`src/host_port_pkg.sv`:
```
// shared constants and carrier types for the slave host buffer interface
package host_port_pkg;
  localparam int          DATA_W        = 8;
  // status register field positions
  localparam int          ST_OFULL_BIT  = 0;
  localparam int          ST_IFULL_BIT  = 1;
  localparam int          ST_UF0_BIT    = 2;
  localparam int          ST_CMD_BIT    = 3;
  localparam int          ST_USER_LO    = 4;
  localparam int          ST_USER_HI    = 7;
  // port-2 upper pin positions within the 4-bit group
  localparam int          PIN_FLAG_A    = 0;
  localparam int          PIN_FLAG_B    = 1;
  localparam int          PIN_DMA_REQ   = 2;
  localparam int          PIN_DMA_ACK   = 3;
  localparam logic [3:0]  PORT_RST      = 4'hF;
  localparam logic [7:0]  STATUS_RST    = 8'h00;
  localparam int          CYCLE_DIV     = 15;
  localparam int          FIFO_DEPTH    = 16;

  // host strobe decode after chip select gating
  typedef struct packed {
    logic       rd;
    logic       wr;
    logic       sel_cmd;
    logic [7:0] data;
  } host_req_t;

  // internal core-side command group
  typedef struct packed {
    logic       out_load;
    logic [7:0] out_data;
    logic       in_take;
    logic       sts_move;
    logic [7:0] acc;
    logic       uf0_set;
    logic       uf0_clr;
    logic       en_flags;
    logic       en_dma;
    logic       port_wr;
    logic [3:0] port_data;
  } core_cmd_t;

  typedef enum logic [1:0] {
    BUS_IDLE = 2'b00,
    BUS_RD   = 2'b01,
    BUS_WR   = 2'b10
  } bus_state_t;
endpackage : host_port_pkg

```
`src/host_buffer_port.sv`:
```
// host-side buffer interface: data buffers, status, flag and dma pins
// Function
// host accesses act only while chip select (or dma ack) asserted
// host read returns output buffer or status register
// write with select low clears command flag, high sets it
// host write captures data or command byte into input buffer
// one instruction-cycle strobe pulse per internal cycle
// 8-bit data bus drivers off unless delivering read data
// reset clears status flip-flops and program counter
// separate input and output data buffers
// status move copies accumulator bits 4-7, bits 0-3 kept
// flags update after trailing edge of read or write strobe
// internal status updates held off while host reads status
// flag pins are port pins until flag-enable executes
// flag pin a: one outputs output-full, zero forces low
// flag pin b: one outputs inverted input-full, zero forces low
// dma pins are port pins until dma-enable executes
// in dma mode writing one to request bit asserts request
// request cleared by acked read/write or dma-enable
// in dma mode ack pin acts as chip select for buffers
// reset passes a two-stage synchroniser
// status bits: 0 out-full, 1 in-full, 2 user flag, 3 command
// out-full set on load, cleared by data read; in-full mirror
`timescale 1ns/1ns
module host_buffer_port
  import host_port_pkg::*;
#(
  parameter int DIV       = CYCLE_DIV,
  parameter int OUT_DEPTH = FIFO_DEPTH
) (
  input  wire logic              clk_i,
  input  wire logic              sys_rst_i,
  input  wire logic              cs_n_i,
  input  wire logic              rd_n_i,
  input  wire logic              wr_n_i,
  input  wire logic              cmd_data_select_i,
  input  wire logic [DATA_W-1:0] db_i,
  output logic      [DATA_W-1:0] db_o,
  output logic                   db_oe_o,
  input  wire core_cmd_t         core_i,
  input  wire logic              out_valid_i,
  output logic                   out_ready_o,
  output logic      [DATA_W-1:0] in_data_o,
  output logic                   in_cmd_o,
  output logic      [DATA_W-1:0] host_status_o,
  input  wire logic [3:0]        port_pin_i,
  output logic      [3:0]        port_pin_o,
  output logic      [3:0]        port_pin_oe_o,
  output logic                   cycle_strobe_o,
  output logic                   core_rst_o,
  output logic      [10:0]       pc_o
);
  logic [1:0]        rst_sync_q;
  logic              rst;
  logic [DATA_W-1:0] sts_q, sts_d, obuf_q, obuf_d, ibuf_q, ibuf_d;
  logic [DATA_W-1:0] db_q, db_d;
  logic [3:0]        port_q, port_d;
  logic              flags_en_q, flags_en_d, dma_en_q, dma_en_d;
  logic              dreq_q, dreq_d, oe_q, oe_d;
  logic [4:0]        div_q, div_d;
  logic              strobe_q, strobe_d;
  logic [10:0]       pc_q, pc_d;
  bus_state_t        st_q, st_d;
  logic              sel_cmd_q, sel_cmd_d, was_dma_q, was_dma_d;
  logic              sel, ack, rd_end, wr_end, rd_sts;
  logic              f_valid, f_ready, f_pop;
  logic [DATA_W-1:0] f_data;
  host_req_t         req;

  // two-stage reset synchroniser; stage one feeds only stage two
  always_ff @(posedge clk_i) begin
    rst_sync_q <= {rst_sync_q[0], sys_rst_i};
  end
  assign rst        = rst_sync_q[1];
  assign core_rst_o = rst;

  // core-loaded bytes queue here before the output buffer
  byte_fifo #(.WIDTH(DATA_W), .DEPTH(OUT_DEPTH)) u_out_fifo (
    .clk_i       (clk_i),
    .rst_i       (rst),
    .in_valid_i  (out_valid_i && core_i.out_load),
    .in_ready_o  (f_ready),
    .in_data_i   (core_i.out_data),
    .out_valid_o (f_valid),
    .out_ready_i (f_pop),
    .out_data_o  (f_data)
  );
  assign out_ready_o = f_ready;

  // chip select, with dma ack doubling as select in dma mode
  always_comb begin
    ack         = dma_en_q && !port_pin_i[PIN_DMA_ACK];
    sel         = !cs_n_i || ack;
    req.rd      = sel && !rd_n_i;
    req.wr      = sel && !wr_n_i;
    req.sel_cmd = cmd_data_select_i;
    req.data    = db_i;
  end

  // strobe tracker: flags move only on the trailing edge
  always_comb begin
    st_d      = st_q;
    sel_cmd_d = sel_cmd_q;
    was_dma_d = was_dma_q;
    rd_end    = 1'b0;
    wr_end    = 1'b0;
    case (st_q)
      BUS_IDLE: begin
        if (req.rd) st_d = BUS_RD;
        else if (req.wr) st_d = BUS_WR;
        sel_cmd_d = req.sel_cmd;
        was_dma_d = ack;
      end
      BUS_RD: if (rd_n_i) begin
        rd_end = 1'b1;
        st_d   = BUS_IDLE;
      end
      BUS_WR: if (wr_n_i) begin
        wr_end = 1'b1;
        st_d   = BUS_IDLE;
      end
      default: st_d = BUS_IDLE;
    endcase
  end
  assign rd_sts = (st_q == BUS_RD) && sel_cmd_q;

  // buffers, status and pin mode state
  always_comb begin
    sts_d      = sts_q;
    obuf_d     = obuf_q;
    ibuf_d     = ibuf_q;
    db_d       = db_q;
    oe_d       = 1'b0;
    port_d     = port_q;
    flags_en_d = flags_en_q || core_i.en_flags;
    dma_en_d   = dma_en_q || core_i.en_dma;
    dreq_d     = dreq_q;
    f_pop      = 1'b0;
    // drivers let go on the edge that sees the strobe released
    if ((st_q == BUS_RD && !rd_n_i) || (st_q == BUS_IDLE && req.rd)) begin
      oe_d = 1'b1;
      db_d = (st_q == BUS_IDLE ? req.sel_cmd : sel_cmd_q)
             ? sts_q : obuf_q;
    end
    if (st_q == BUS_IDLE && req.wr) ibuf_d = req.data;
    if (core_i.port_wr) port_d = core_i.port_data;
    // internal updates are skipped while the host reads status
    if (!rd_sts) begin
      if (core_i.in_take) sts_d[ST_IFULL_BIT] = 1'b0;
      if (!sts_q[ST_OFULL_BIT] && f_valid) begin
        obuf_d              = f_data;
        sts_d[ST_OFULL_BIT] = 1'b1;
        f_pop               = 1'b1;
      end
      if (core_i.sts_move)
        sts_d[ST_USER_HI:ST_USER_LO] =
          core_i.acc[ST_USER_HI:ST_USER_LO];
      if (core_i.uf0_set) sts_d[ST_UF0_BIT] = 1'b1;
      if (core_i.uf0_clr) sts_d[ST_UF0_BIT] = 1'b0;
    end
    // host events last so they beat same-cycle core updates
    if (rd_end && !sel_cmd_q) sts_d[ST_OFULL_BIT] = 1'b0;
    if (wr_end) begin
      sts_d[ST_IFULL_BIT] = 1'b1;
      sts_d[ST_CMD_BIT]   = sel_cmd_q;
    end
    // a request written as an acked transfer ends is kept, not lost
    if (((rd_end || wr_end) && was_dma_q) || core_i.en_dma)
      dreq_d = 1'b0;
    if (dma_en_q && core_i.port_wr && core_i.port_data[PIN_DMA_REQ])
      dreq_d = 1'b1;
  end

  // instruction cycle divider and program counter
  always_comb begin
    div_d    = (div_q == 5'(DIV - 1)) ? '0 : div_q + 1'b1;
    strobe_d = (div_q == 5'(DIV - 1));
    pc_d     = strobe_d ? pc_q + 1'b1 : pc_q;
  end

  // state registers except the reset synchroniser; reset clears status and counter
  always_ff @(posedge clk_i) begin
    if (rst) begin
      sts_q      <= STATUS_RST;
      pc_q       <= '0;
      obuf_q     <= '0;
      ibuf_q     <= '0;
      db_q       <= '0;
      oe_q       <= 1'b0;
      port_q     <= PORT_RST;
      flags_en_q <= 1'b0;
      dma_en_q   <= 1'b0;
      dreq_q     <= 1'b0;
      div_q      <= '0;
      strobe_q   <= 1'b0;
      st_q       <= BUS_IDLE;
      sel_cmd_q  <= 1'b0;
      was_dma_q  <= 1'b0;
    end else begin
      sts_q      <= sts_d;
      pc_q       <= pc_d;
      obuf_q     <= obuf_d;
      ibuf_q     <= ibuf_d;
      db_q       <= db_d;
      oe_q       <= oe_d;
      port_q     <= port_d;
      flags_en_q <= flags_en_d;
      dma_en_q   <= dma_en_d;
      dreq_q     <= dreq_d;
      div_q      <= div_d;
      strobe_q   <= strobe_d;
      st_q       <= st_d;
      sel_cmd_q  <= sel_cmd_d;
      was_dma_q  <= was_dma_d;
    end
  end

  // pin muxing: quasi-bidirectional port bits drive low only
  always_comb begin
    port_pin_o    = '0;
    port_pin_oe_o = ~port_q;
    if (flags_en_q) begin
      port_pin_o[PIN_FLAG_A]    = port_q[PIN_FLAG_A] &&
                                  sts_q[ST_OFULL_BIT];
      port_pin_oe_o[PIN_FLAG_A] = 1'b1;
      port_pin_o[PIN_FLAG_B]    = port_q[PIN_FLAG_B] &&
                                  !sts_q[ST_IFULL_BIT];
      port_pin_oe_o[PIN_FLAG_B] = 1'b1;
    end
    if (dma_en_q) begin
      port_pin_o[PIN_DMA_REQ]    = dreq_q;
      port_pin_oe_o[PIN_DMA_REQ] = 1'b1;
      port_pin_oe_o[PIN_DMA_ACK] = 1'b0;
    end
  end

  assign db_o           = db_q;
  assign db_oe_o        = oe_q;
  assign in_data_o      = ibuf_q;
  assign in_cmd_o       = sts_q[ST_CMD_BIT];
  assign host_status_o  = sts_q;
  assign cycle_strobe_o = strobe_q;
  assign pc_o           = pc_q;
endmodule : host_buffer_port

```
`src/byte_fifo.sv`:
```
// parameterised fifo with valid/ready on both sides
`timescale 1ns/1ns
module byte_fifo #(
  parameter int WIDTH = 8,
  parameter int DEPTH = 16
) (
  input  wire logic             clk_i,
  input  wire logic             rst_i,
  input  wire logic             in_valid_i,
  output logic                  in_ready_o,
  input  wire logic [WIDTH-1:0] in_data_i,
  output logic                  out_valid_o,
  input  wire logic             out_ready_i,
  output logic      [WIDTH-1:0] out_data_o
);
  localparam int AW = $clog2(DEPTH);
  logic [WIDTH-1:0] mem_q [DEPTH];
  logic [AW:0]      wp_q, wp_d, rp_q, rp_d;
  logic             push, pop;

  // honest full/empty from extended pointers
  always_comb begin
    in_ready_o  = (wp_q - rp_q) != (AW+1)'(DEPTH);
    out_valid_o = wp_q != rp_q;
    push        = in_valid_i && in_ready_o;
    pop         = out_valid_o && out_ready_i;
    wp_d        = push ? wp_q + 1'b1 : wp_q;
    rp_d        = pop ? rp_q + 1'b1 : rp_q;
    out_data_o  = mem_q[rp_q[AW-1:0]];
  end

  always_ff @(posedge clk_i) begin
    if (rst_i) begin
      wp_q <= '0;
      rp_q <= '0;
    end else begin
      wp_q <= wp_d;
      rp_q <= rp_d;
    end
    if (push) mem_q[wp_q[AW-1:0]] <= in_data_i;
  end
endmodule : byte_fifo

```
`config.mk`:
```
export PLATFORM = sky130hd
export DESIGN_NAME = host_buffer_port
export DESIGN_NICKNAME = d
export VERILOG_FILES = /design/src/host_port_pkg.sv /design/src/host_buffer_port.sv /design/src/byte_fifo.sv
export SDC_FILE = /design/constraint.sdc
export NUM_CORES = 1
export LEC_CHECK = 0
export ABC_CLOCK_PERIOD_IN_PS = 2810
export BUFFER_PORTS_ARGS = -buffer_cell sky130_fd_sc_hd__clkbuf_2
export CAP_MARGIN = 20
export CORE_ASPECT_RATIO = 2
export CORE_UTILIZATION = 54
export CTS_BUF_LIST = sky130_fd_sc_hd__clkbuf_2
export DETAILED_ROUTE_END_ITERATION = 10
export GPL_TIMING_DRIVEN = 0
export PLACE_DENSITY = 0.89
export SLEW_MARGIN = 20
export SYNTH_ARGS = -nofsm -noshare
export SYNTH_HDL_FRONTEND = slang
export SYNTH_SLANG_ARGS = --single-unit
```
`constraint.sdc`:
```
create_clock -name clk_i -period 2.81 [get_ports clk_i]
set_input_delay 0.562 -clock clk_i [delete_from_list [all_inputs] [get_ports clk_i]]
set_output_delay 0.562 -clock clk_i [all_outputs]
set_load 0.01 [all_outputs]
```
==> results.yml, run 1 <==
routing:
  wl_per_cell_um: 21.0
  first_pass_iters: 4
  drt_iter0_drc: 355
  drc: 0
  ant_nets: 0
  vias: 5335
  via_per_inst: 5.88
  wl_mm: 19.0
worst_setup_path:
  startpoint_type: "register"
  arrival_ps: 2400
  critPathRequiredTime_ps: 2250
  slowest_delay_ps: 410
  cp_cell_sequence: "inv_4 > ha_4 > nand2b_4 > a21boi_4 > or3_4 > a22oi_2 > inv_1 > buf_2"
  crit_type: "register to output pin"
  path_max_fanout: 4
  critPathBufInv: 3
  end_kind: "output pin"
  crit_slowest_cell: "dfxtp_4"
  cp_top_family: "simple AND/OR/NAND/NOR gates"
floorplanning:
  die_y_um: 175
  start_util_pct: 55.1
  ios: 95
  die_x_um: 88.7
  design.core.area_sq_um: 14700
  row_count: 63
  die_area_sq_um: 15600
sta:
  finalSetupViolations: 1
  clock_skew_ps: 50.2
  fin_ws_ps: -149
  slew_violations: 0
  tightest_slew_ps: 743
  slew_headroom_pct: 50.5
  min_period_ps: 2960
  fmax_mhz: 338
  holdWs_ps: 18.5
  period_share_pct: 105
  hold_viol: 0
  rsz0062_at_grt: "true"
clocking:
  clk_pin_slew_ps: 110
  cts_root_buffer: "clkbuf_2"
  cts_tree: "yes"
  clock_sinks: 201
  clock_path_buffers: 3
  htreeDepth: 2
  insertion_delay_ps: 750
  cts-buffers-inserted: 42
final_layout:
  fin_util_pct: 64.7
  nNetsFinal: 743
  fillCellCount: 1013
  multi_input_area_sq_um: 2790
  final_cell_mix: "clkbuf_2 (138), edfxtp_1 (128), dfxtp_1 (65)"
  drive_gt1_share_pct: 33.4
  final_cell_count_no_fill: 908
  layout.area.seq_sq_um: 5320
  final_common_cell: "clkbuf_2"
  area_delta_synth_final_pct: 17.5
global_routing:
  antenna_found_initial: 1
  grt_usage_pct: 25.6
  grt_max_degree: 17
  grt_pass1_wl_mm: 28.8
  grt_pass1_vias: 5537
  grt-ovfl-total: 0
job:
  cap_violations: 0
synthesis:
  synthArstFlopShare_pct: 0
  ys_seq_elements: 201
  ys_warn_count: 0
  syn_inst: 535
  synth_nets: 594
  yosysTopAreaCell: "edfxtp_1"
  ys_types: 48
  synth.area.top_cells: "edfxtp_1 (47%), dfxtp_1 (18%), mux4_1 (6.1%), mux4_2 (5.8%), mux2i_1 (3.2%)"
  synth-main-ff-cell: "edfxtp_1"
  synth_area_sq_um: 8120
  seq_area_frac_synth_pct: 65.3
  synth_edf_count: 128
  synth.top_cell.area_share_pct: 47.3
  avgSynthCellArea_sq_um: 15.2
place:
  dpl.cell_count: 815
  dpl.hpwl_mm: 12.9
  place.gp.congestion: 0.830
  port_buffers: 85
run_status:
  violations: "negative setup slack"
  status: "complete, but fails checks"
min_path:
  hold_class: "input port to register"
power_and_ir_drop:
  power.leakage_nw: 3.61
  power_density_nw_per_um2: 726
  ir_drop_v: 0.000319
-- per-layer routing --
metal | track usage [%] | up-vias | share of wire [%]
li1 | - | 2357 | -
met1 | 23.3 | 2602 | 31
met2 | 45.4 | 271 | 56
met3 | 5.69 | 105 | 5.0
met4 | 21.8 | 0 | 7.5
met5 | 0 | - | 0
-- power breakdown --
group	internal (W)	switching [W]
registers	0.00327	0.000115
clock network	0.000540	0.00108
logic	0.00102	0.000901
total	0.00483	0.00210
-- final cells by class --
type | count | area share, %
sequential | 201 | 55.8
multi-input combinational | 297 | 29.2
timing repair buffer | 108 | 6.66
clock buffer | 54 | 2.83
tap | 195 | 2.56
buffer | 22 | 1.44
clock inverter | 18 | 0.866
inverter | 12 | 0.577
antenna | 1 | 0.0262
-- repair_timing --
action                                 in CTS  in global routing
endpoints found under the hold margin       3                  0
resized for setup                          42                 36
buffers inserted                           17                  4
setup endpoints to repair                 134                123
hold buffers                                3                  0
pin swaps                                   9                  9
-- kinds of logic after synthesis --
logic type	synth area share, %
fa+ha+maj	1.85
flops	65.3
compound gates	3.37
mux	15.7
buf+inv	2.34
xor+xnor	1.62
simple gates	9.71
other cells	0.0462
-- final timing paths --
kind	startpoint	end	slack [ps]	cells after the start
hold / removal	core_i[3]	port_q[3]	20	2
setup reg to reg	u_out_fifo.rp_q[3]	u_out_fifo.mem_q[5][2]	70	11
setup / recovery	u_out_fifo.rp_q[1]	out_ready_o	-150	8
hold reg to reg	rst_sync_q[0]	rst_sync_q[1]	340	0
-- metrics by stage --
step                      total power [W]  worst slack [ps]  setup TNS, ps  area [sq um]
after global routing              0.00721              -242           -243          9540
after CTS                         0.00682              -365           -368          9450
final                             0.00692              -149           -149          9540
after global placement            0.00489              -601         -65400          8800
after floorplan                   0.00454              3.52              0          8130
after detailed placement          0.00497              -870         -99040          8800
-- worst register-to-register path, cell delays in order, from the launching register on --
cell and delay [ps]:
dfxtp_2 350, inv_4 180, ha_4 260, a21oi_2 160, inv_1 60, o211ai_1 270
a22oi_2 120, buf_4 150, buf_4 170, nor2_4 170, clkbuf_4 230, and3_2 350
-- flip-flops by register name, summed over array words and instances (netlist names) --
signal and cells:
u_out_fifo.mem_q 128, pc_o 11, db_o 8, host_status_o 8, in_data_o 8, obuf_q 8, div_q 5, u_out_fifo.rp_q 5
u_out_fifo.wp_q 5, port_q 4, rst_sync_q 2, st_q 2, cycle_strobe_o 1, db_oe_o 1, dma_en_q 1, dreq_q 1
flags_en_q 1, sel_cmd_q 1, was_dma_q 1
-- synth_stat cells (11+ instances only) --
cell / count
and3_1: 18
nor2_1: 58
clkbuf_1: 16
dfxtp_1: 73
nand3_1: 11
a21oi_1: 20
mux4_2: 21
mux2i_1: 26
ha_1: 12
nand2_1: 23
inv_1: 11
edfxtp_1: 128
mux4_1: 19
No activity file was read; power rests on OpenSTA's default activity.
==> inputs of run 2 (changes only) <==
- CORE_UTILIZATION: 54 -> 28
- PLACE_DENSITY: 0.89 -> 0.57
==> run 2 against run 1 <==
  * The run still ends with negative setup slack left
  * Register-to-register slack worse by 120 ps
  * Core utilization down 30 points
  * Critical path type unchanged
  * Non-clock buffer count up 15
  * Combinational power down 11%
  * Highest routed layer unchanged
  * Routed wire length up 3.9%
  * Clock-buffer cell count up 19
  * Power down 0.60%
  * Cell area up 3.8%
  * Global-route usage down 12 points
==> results.yml, run 2 (synthesis gave the netlist of run 1 again) <==
global_routing:
  grt_usage_pct: 13.8
  grt_pass1_wl_mm: 30.1
  grt_pass1_vias: 5393
  antenna_found_initial: 1
  grt_max_degree: 17
  grt-ovfl-total: 0
power_and_ir_drop:
  power.switching_w: 0.00205
  power.leakage_nw: 3.70
  power_density_nw_per_um2: 695
  p_clk_share_pct: 26.0
  swShare_pct: 29.8
  power.total_w: 0.00688
  seqPwrFrac_pct: 49.1
  intPower_w: 0.00483
  power_frac_comb_pct: 24.9
  ir_drop_v: 0.000225
sta:
  min_period_ps: 3170
  slew_headroom_pct: 50.3
  finalSetupViolations: 46
  hold_viol: 0
  fin_ws_ps: -356
  slew_violations: 0
  period_share_pct: 113
  rsz0062_at_grt: "true"
  clock_skew_ps: 78.1
  holdWs_ps: 29.9
  tightest_slew_ps: 746
  fmax_mhz: 316
floorplanning:
  design.core.area_sq_um: 28300
  die_x_um: 122
  die_area_sq_um: 29700
  ios: 95
  die_y_um: 243
  start_util_pct: 28.7
  row_count: 87
routing:
  ant_nets: 0
  wl_mm: 19.8
  wl_per_cell_um: 18.1
  first_pass_iters: 4
  drc: 0
  via_per_inst: 4.65
  vias: 5082
  drt_iter0_drc: 211
worst_setup_path:
  end_kind: "output pin"
  arrival_ps: 2600
  crit_type: "register to output pin"
  path_max_fanout: 6
  critPathRequiredTime_ps: 2250
  startpoint_type: "register"
final_layout:
  layout.area.seq_sq_um: 5320
  fillCellCount: 2761
  final_common_cell: "clkbuf_2"
  final_cell_mix: "clkbuf_2 (157), edfxtp_1 (128), dfxtp_1 (67)"
  drive_gt1_share_pct: 33.0
  fin_util_pct: 35.0
  area_delta_synth_final_pct: 21.9
  multi_input_area_sq_um: 2760
  stdcell_area_sq_um: 9900
  largest_reg_flops: 128
  nNetsFinal: 761
place:
  port_buffers: 85
  place_area_sq_um: 9000
  place.gp.congestion: 0.767
  dpl.hpwl_mm: 13.9
  dp_slack_ps: -864
clocking:
  htreeDepth: 2
  clk_pin_slew_ps: 100
  cts_root_buffer: "clkbuf_2"
  clock_sinks: 201
  cts-buffers-inserted: 45
  cts_tree: "yes"
  clock_path_buffers: 3
  insertion_delay_ps: 810
job:
  cap_violations: 0
run_status:
  status: "complete, but fails checks"
  violations: "negative setup slack"
min_path:
  hold_class: "input port to register"
run 2: cell count changes in the layout (fill, tap and decap cells not counted), sizes merged:
cell and delta:
dlygate4sd3 +22, clkbuf +19, buf -7, clkinv -9, inv -1
run 2: cell type report:
| type | count | share of cell area [%] |
|---|---|---|
| inverters | 12 | 0.569 |
| multi-input cells | 297 | 27.8 |
| diodes | 1 | 0.0253 |
| repair buffers | 123 | 7.94 |
| well taps | 356 | 4.50 |
| plain buffers | 22 | 1.39 |
| clock inverters | 8 | 0.316 |
| flip-flops and latches | 201 | 53.7 |
| clock buffers | 73 | 3.69 |
run 2: path summary, 6_finish.rpt:
kind,to,cells past startpoint,from,slack (ps)
max,out_ready_o,7,u_out_fifo.wp_q[1],-360
min,u_out_fifo.wp_q[1],3,core_i[27],30
min reg2reg,rst_sync_q[1],0,rst_sync_q[0],340
max reg2reg,u_out_fifo.mem_q[3][4],11,u_out_fifo.rp_q[3],-50
run 2: metal layers:
layer	track usage (%)	routed length (um)	vias up
met4	7.82	879	0
met1	11.8	6390	2496
li1	-	-	2404
met3	2.21	647	56
met2	28.3	11900	126
met5	0	0	-
run 2: repair_timing:
| action | in CTS | in global routing |
|---|---|---|
| gates resized for setup | 48 | 12 |
| setup buffers | 11 | 2 |
| pin swaps | 9 | 5 |
| hold endpoints to repair | 24 | 0 |
| endpoints found under the setup margin | 142 | 89 |
| hold buffers | 25 | 0 |
run 2: critical path, cell delays in order (launching register included):
cell      delay [ps]
dfxtp_1          550
ha_4             280
nand2b_4          70
a21boi_2          50
or3_1            320
a22oi_2          290
inv_1             90
buf_2            150
run 2: through the flow:
step	TNS (ps)	cells
floorplan	0	535
global placement	-94640	976
detailed placement	-96300	976
CTS	-532	1093
global route	-11830	1093
finish	-1370	1093
run 2: power by group through the flow:
| stage | sequential [W] | combinational (W) | clock, W |
|---|---|---|---|
| finish | 0.00338 | 0.00171 | 0.00179 |
| global route | 0.00340 | 0.00184 | 0.00200 |
| CTS | 0.00337 | 0.00174 | 0.00186 |
| detailed placement | 0.00344 | 0.00158 | 0 |
| global placement | 0.00343 | 0.00157 | 0 |
| floorplan | 0.00341 | 0.00113 | 0 |
==> inputs of run 3 (changes only) <==
- ABC_CLOCK_PERIOD_IN_PS: 2810 -> 2550
- clock period: 2.81 -> 2.55 ns (I/O delays scaled with it)
==> run 3 against run 2 <==
  * The flow still finishes with violations (negative setup slack)
  * Worst setup slack worse by 71 ps
  * First-iteration DRC count is 20% lower
  * Largest power group unchanged
  * Cell area is 1.2% higher
  * Critical path type unchanged
  * Routed wire length is 2.3% lower
  * Highest routed layer unchanged
==> results.yml, run 3 (synthesis gave the netlist of run 1 again) <==
sta:
  clock_skew_ps: 49.5
  finalSetupViolations: 1
  slew_violations: 0
  min_period_ps: 2980
  holdWs_ps: 134
  fmax_mhz: 336
  fin_ws_ps: -427
  slew_headroom_pct: 53.3
  tightest_slew_ps: 701
  period_share_pct: 117
  rsz0062_at_grt: "true"
  hold_viol: 0
global_routing:
  antenna_found_initial: 1
  met3_usage_pct: 2.16
  met1_usage_pct: 11.9
  grt_pass1_wl_mm: 29.7
  grt_usage_pct: 13.5
  grt-ovfl-total: 0
  grt_pass1_vias: 5432
  met2_usage_pct: 27.6
  grt-busiest-layer: "met2"
  grt_max_degree: 17
final_layout:
  drive_gt1_share_pct: 32.8
  largest_reg_flops: 128
  nNetsFinal: 765
  fillCellCount: 2755
  final_common_cell: "clkbuf_2"
  stdcell_area_sq_um: 10000
  area_delta_synth_final_pct: 23.4
  fin_util_pct: 35.4
  final_cell_mix: "clkbuf_2 (145), edfxtp_1 (128), dfxtp_1 (65)"
floorplanning:
  ios: 95
  die_area_sq_um: 29700
  design.core.area_sq_um: 28300
  die_y_um: 243
  die_x_um: 122
  start_util_pct: 28.7
  row_count: 87
routing:
  ant_nets: 0
  wl_mm: 19.3
  via_per_inst: 4.60
  first_pass_iters: 6
  vias: 5023
  drc: 0
  drt_iter0_drc: 169
  wl_per_cell_um: 17.7
worst_setup_path:
  crit_type: "register to output pin"
  end_kind: "output pin"
  arrival_ps: 2470
  startpoint_type: "register"
  crit_slowest_cell: "dfxtp_4"
  critPathRequiredTime_ps: 2040
  cp_top_family: "compound AO/OA/AOI/OAI gates"
  slowest_delay_ps: 400
  path_max_fanout: 3
  cp_cell_sequence: "inv_4 > ha_4 > a21boi_2 > or3_1 > a22oi_2 > inv_1 > buf_2"
  critPathBufInv: 3
place:
  dp_slack_ps: -661
  dpl.hpwl_mm: 13.6
  port_buffers: 85
  place_area_sq_um: 9070
  place.gp.congestion: 0.780
power_and_ir_drop:
  power.total_w: 0.00760
  power.leakage_nw: 3.70
  power_density_nw_per_um2: 758
  ir_drop_v: 0.000274
clocking:
  htreeDepth: 2
  cts_tree: "yes"
  clock_path_buffers: 3
  cts-buffers-inserted: 43
  insertion_delay_ps: 800
  cts_root_buffer: "clkbuf_2"
  clock_sinks: 201
  clk_pin_slew_ps: 120
run_status:
  status: "complete, but fails checks"
  violations: "negative setup slack"
min_path:
  hold_class: "input port to register"
job:
  cap_violations: 0
==> run 3: worst paths after layout <==
path	from	end	slack, ps	cells after the start
max	u_out_fifo.rp_q[2]	out_ready_o	-430	7
min reg2reg	rst_sync_q[0]	rst_sync_q[1]	330	0
max reg2reg	u_out_fifo.rp_q[2]	u_out_fifo.mem_q[6][1]	30	11
min	core_i[25]	u_out_fifo.mem_q[12][6]	130	1
==> run 3: repair_timing <==
item / CTS / global route
hold buffers: 31 / 0
pin swaps: 8 / 6
setup endpoints to repair: 132 / 121
gates cloned: 0 / 1
buffers inserted: 7 / 5
resized for setup: 29 / 22
endpoints found under the hold margin: 27 / 0
==> run 3: cell type report <==
class,count,area (sq um),share of cell area [%]
clock inverter,13,86.3,0.862
sequential,201,5330,53.2
timing repair buffer,129,863,8.62
inverter,12,62.6,0.624
clock buffer,60,300,3.00
tap,356,445,4.45
multi-input combinational,297,2790,27.8
buffer,22,146,1.46
antenna,1,2.50,0.0250
==> run 3: report_power, final <==
group / internal (W) / switching, W
registers: 0.00360 / 0.000122
logic: 0.000999 / 0.000897
clock network: 0.000738 / 0.00124
==> run 3: metrics by stage <==
| step | TNS [ps] | instances |
|---|---|---|
| final | -427 | 1091 |
| after global routing | -3220 | 1091 |
| after CTS | -3810 | 1087 |
| after detailed placement | -61470 | 976 |
| after global placement | -54470 | 976 |
| after floorplan | 0 | 535 |
==> run 3: layer usage <==
| layer | wire (um) | share of wire [%] | vias up |
|---|---|---|---|
| met4 | 931 | 4.8 | 0 |
| met1 | 6260 | 32 | 2445 |
| met5 | 0 | 0 | - |
| li1 | - | - | 2395 |
| met2 | 11500 | 59 | 126 |
| met3 | 651 | 3.4 | 57 |
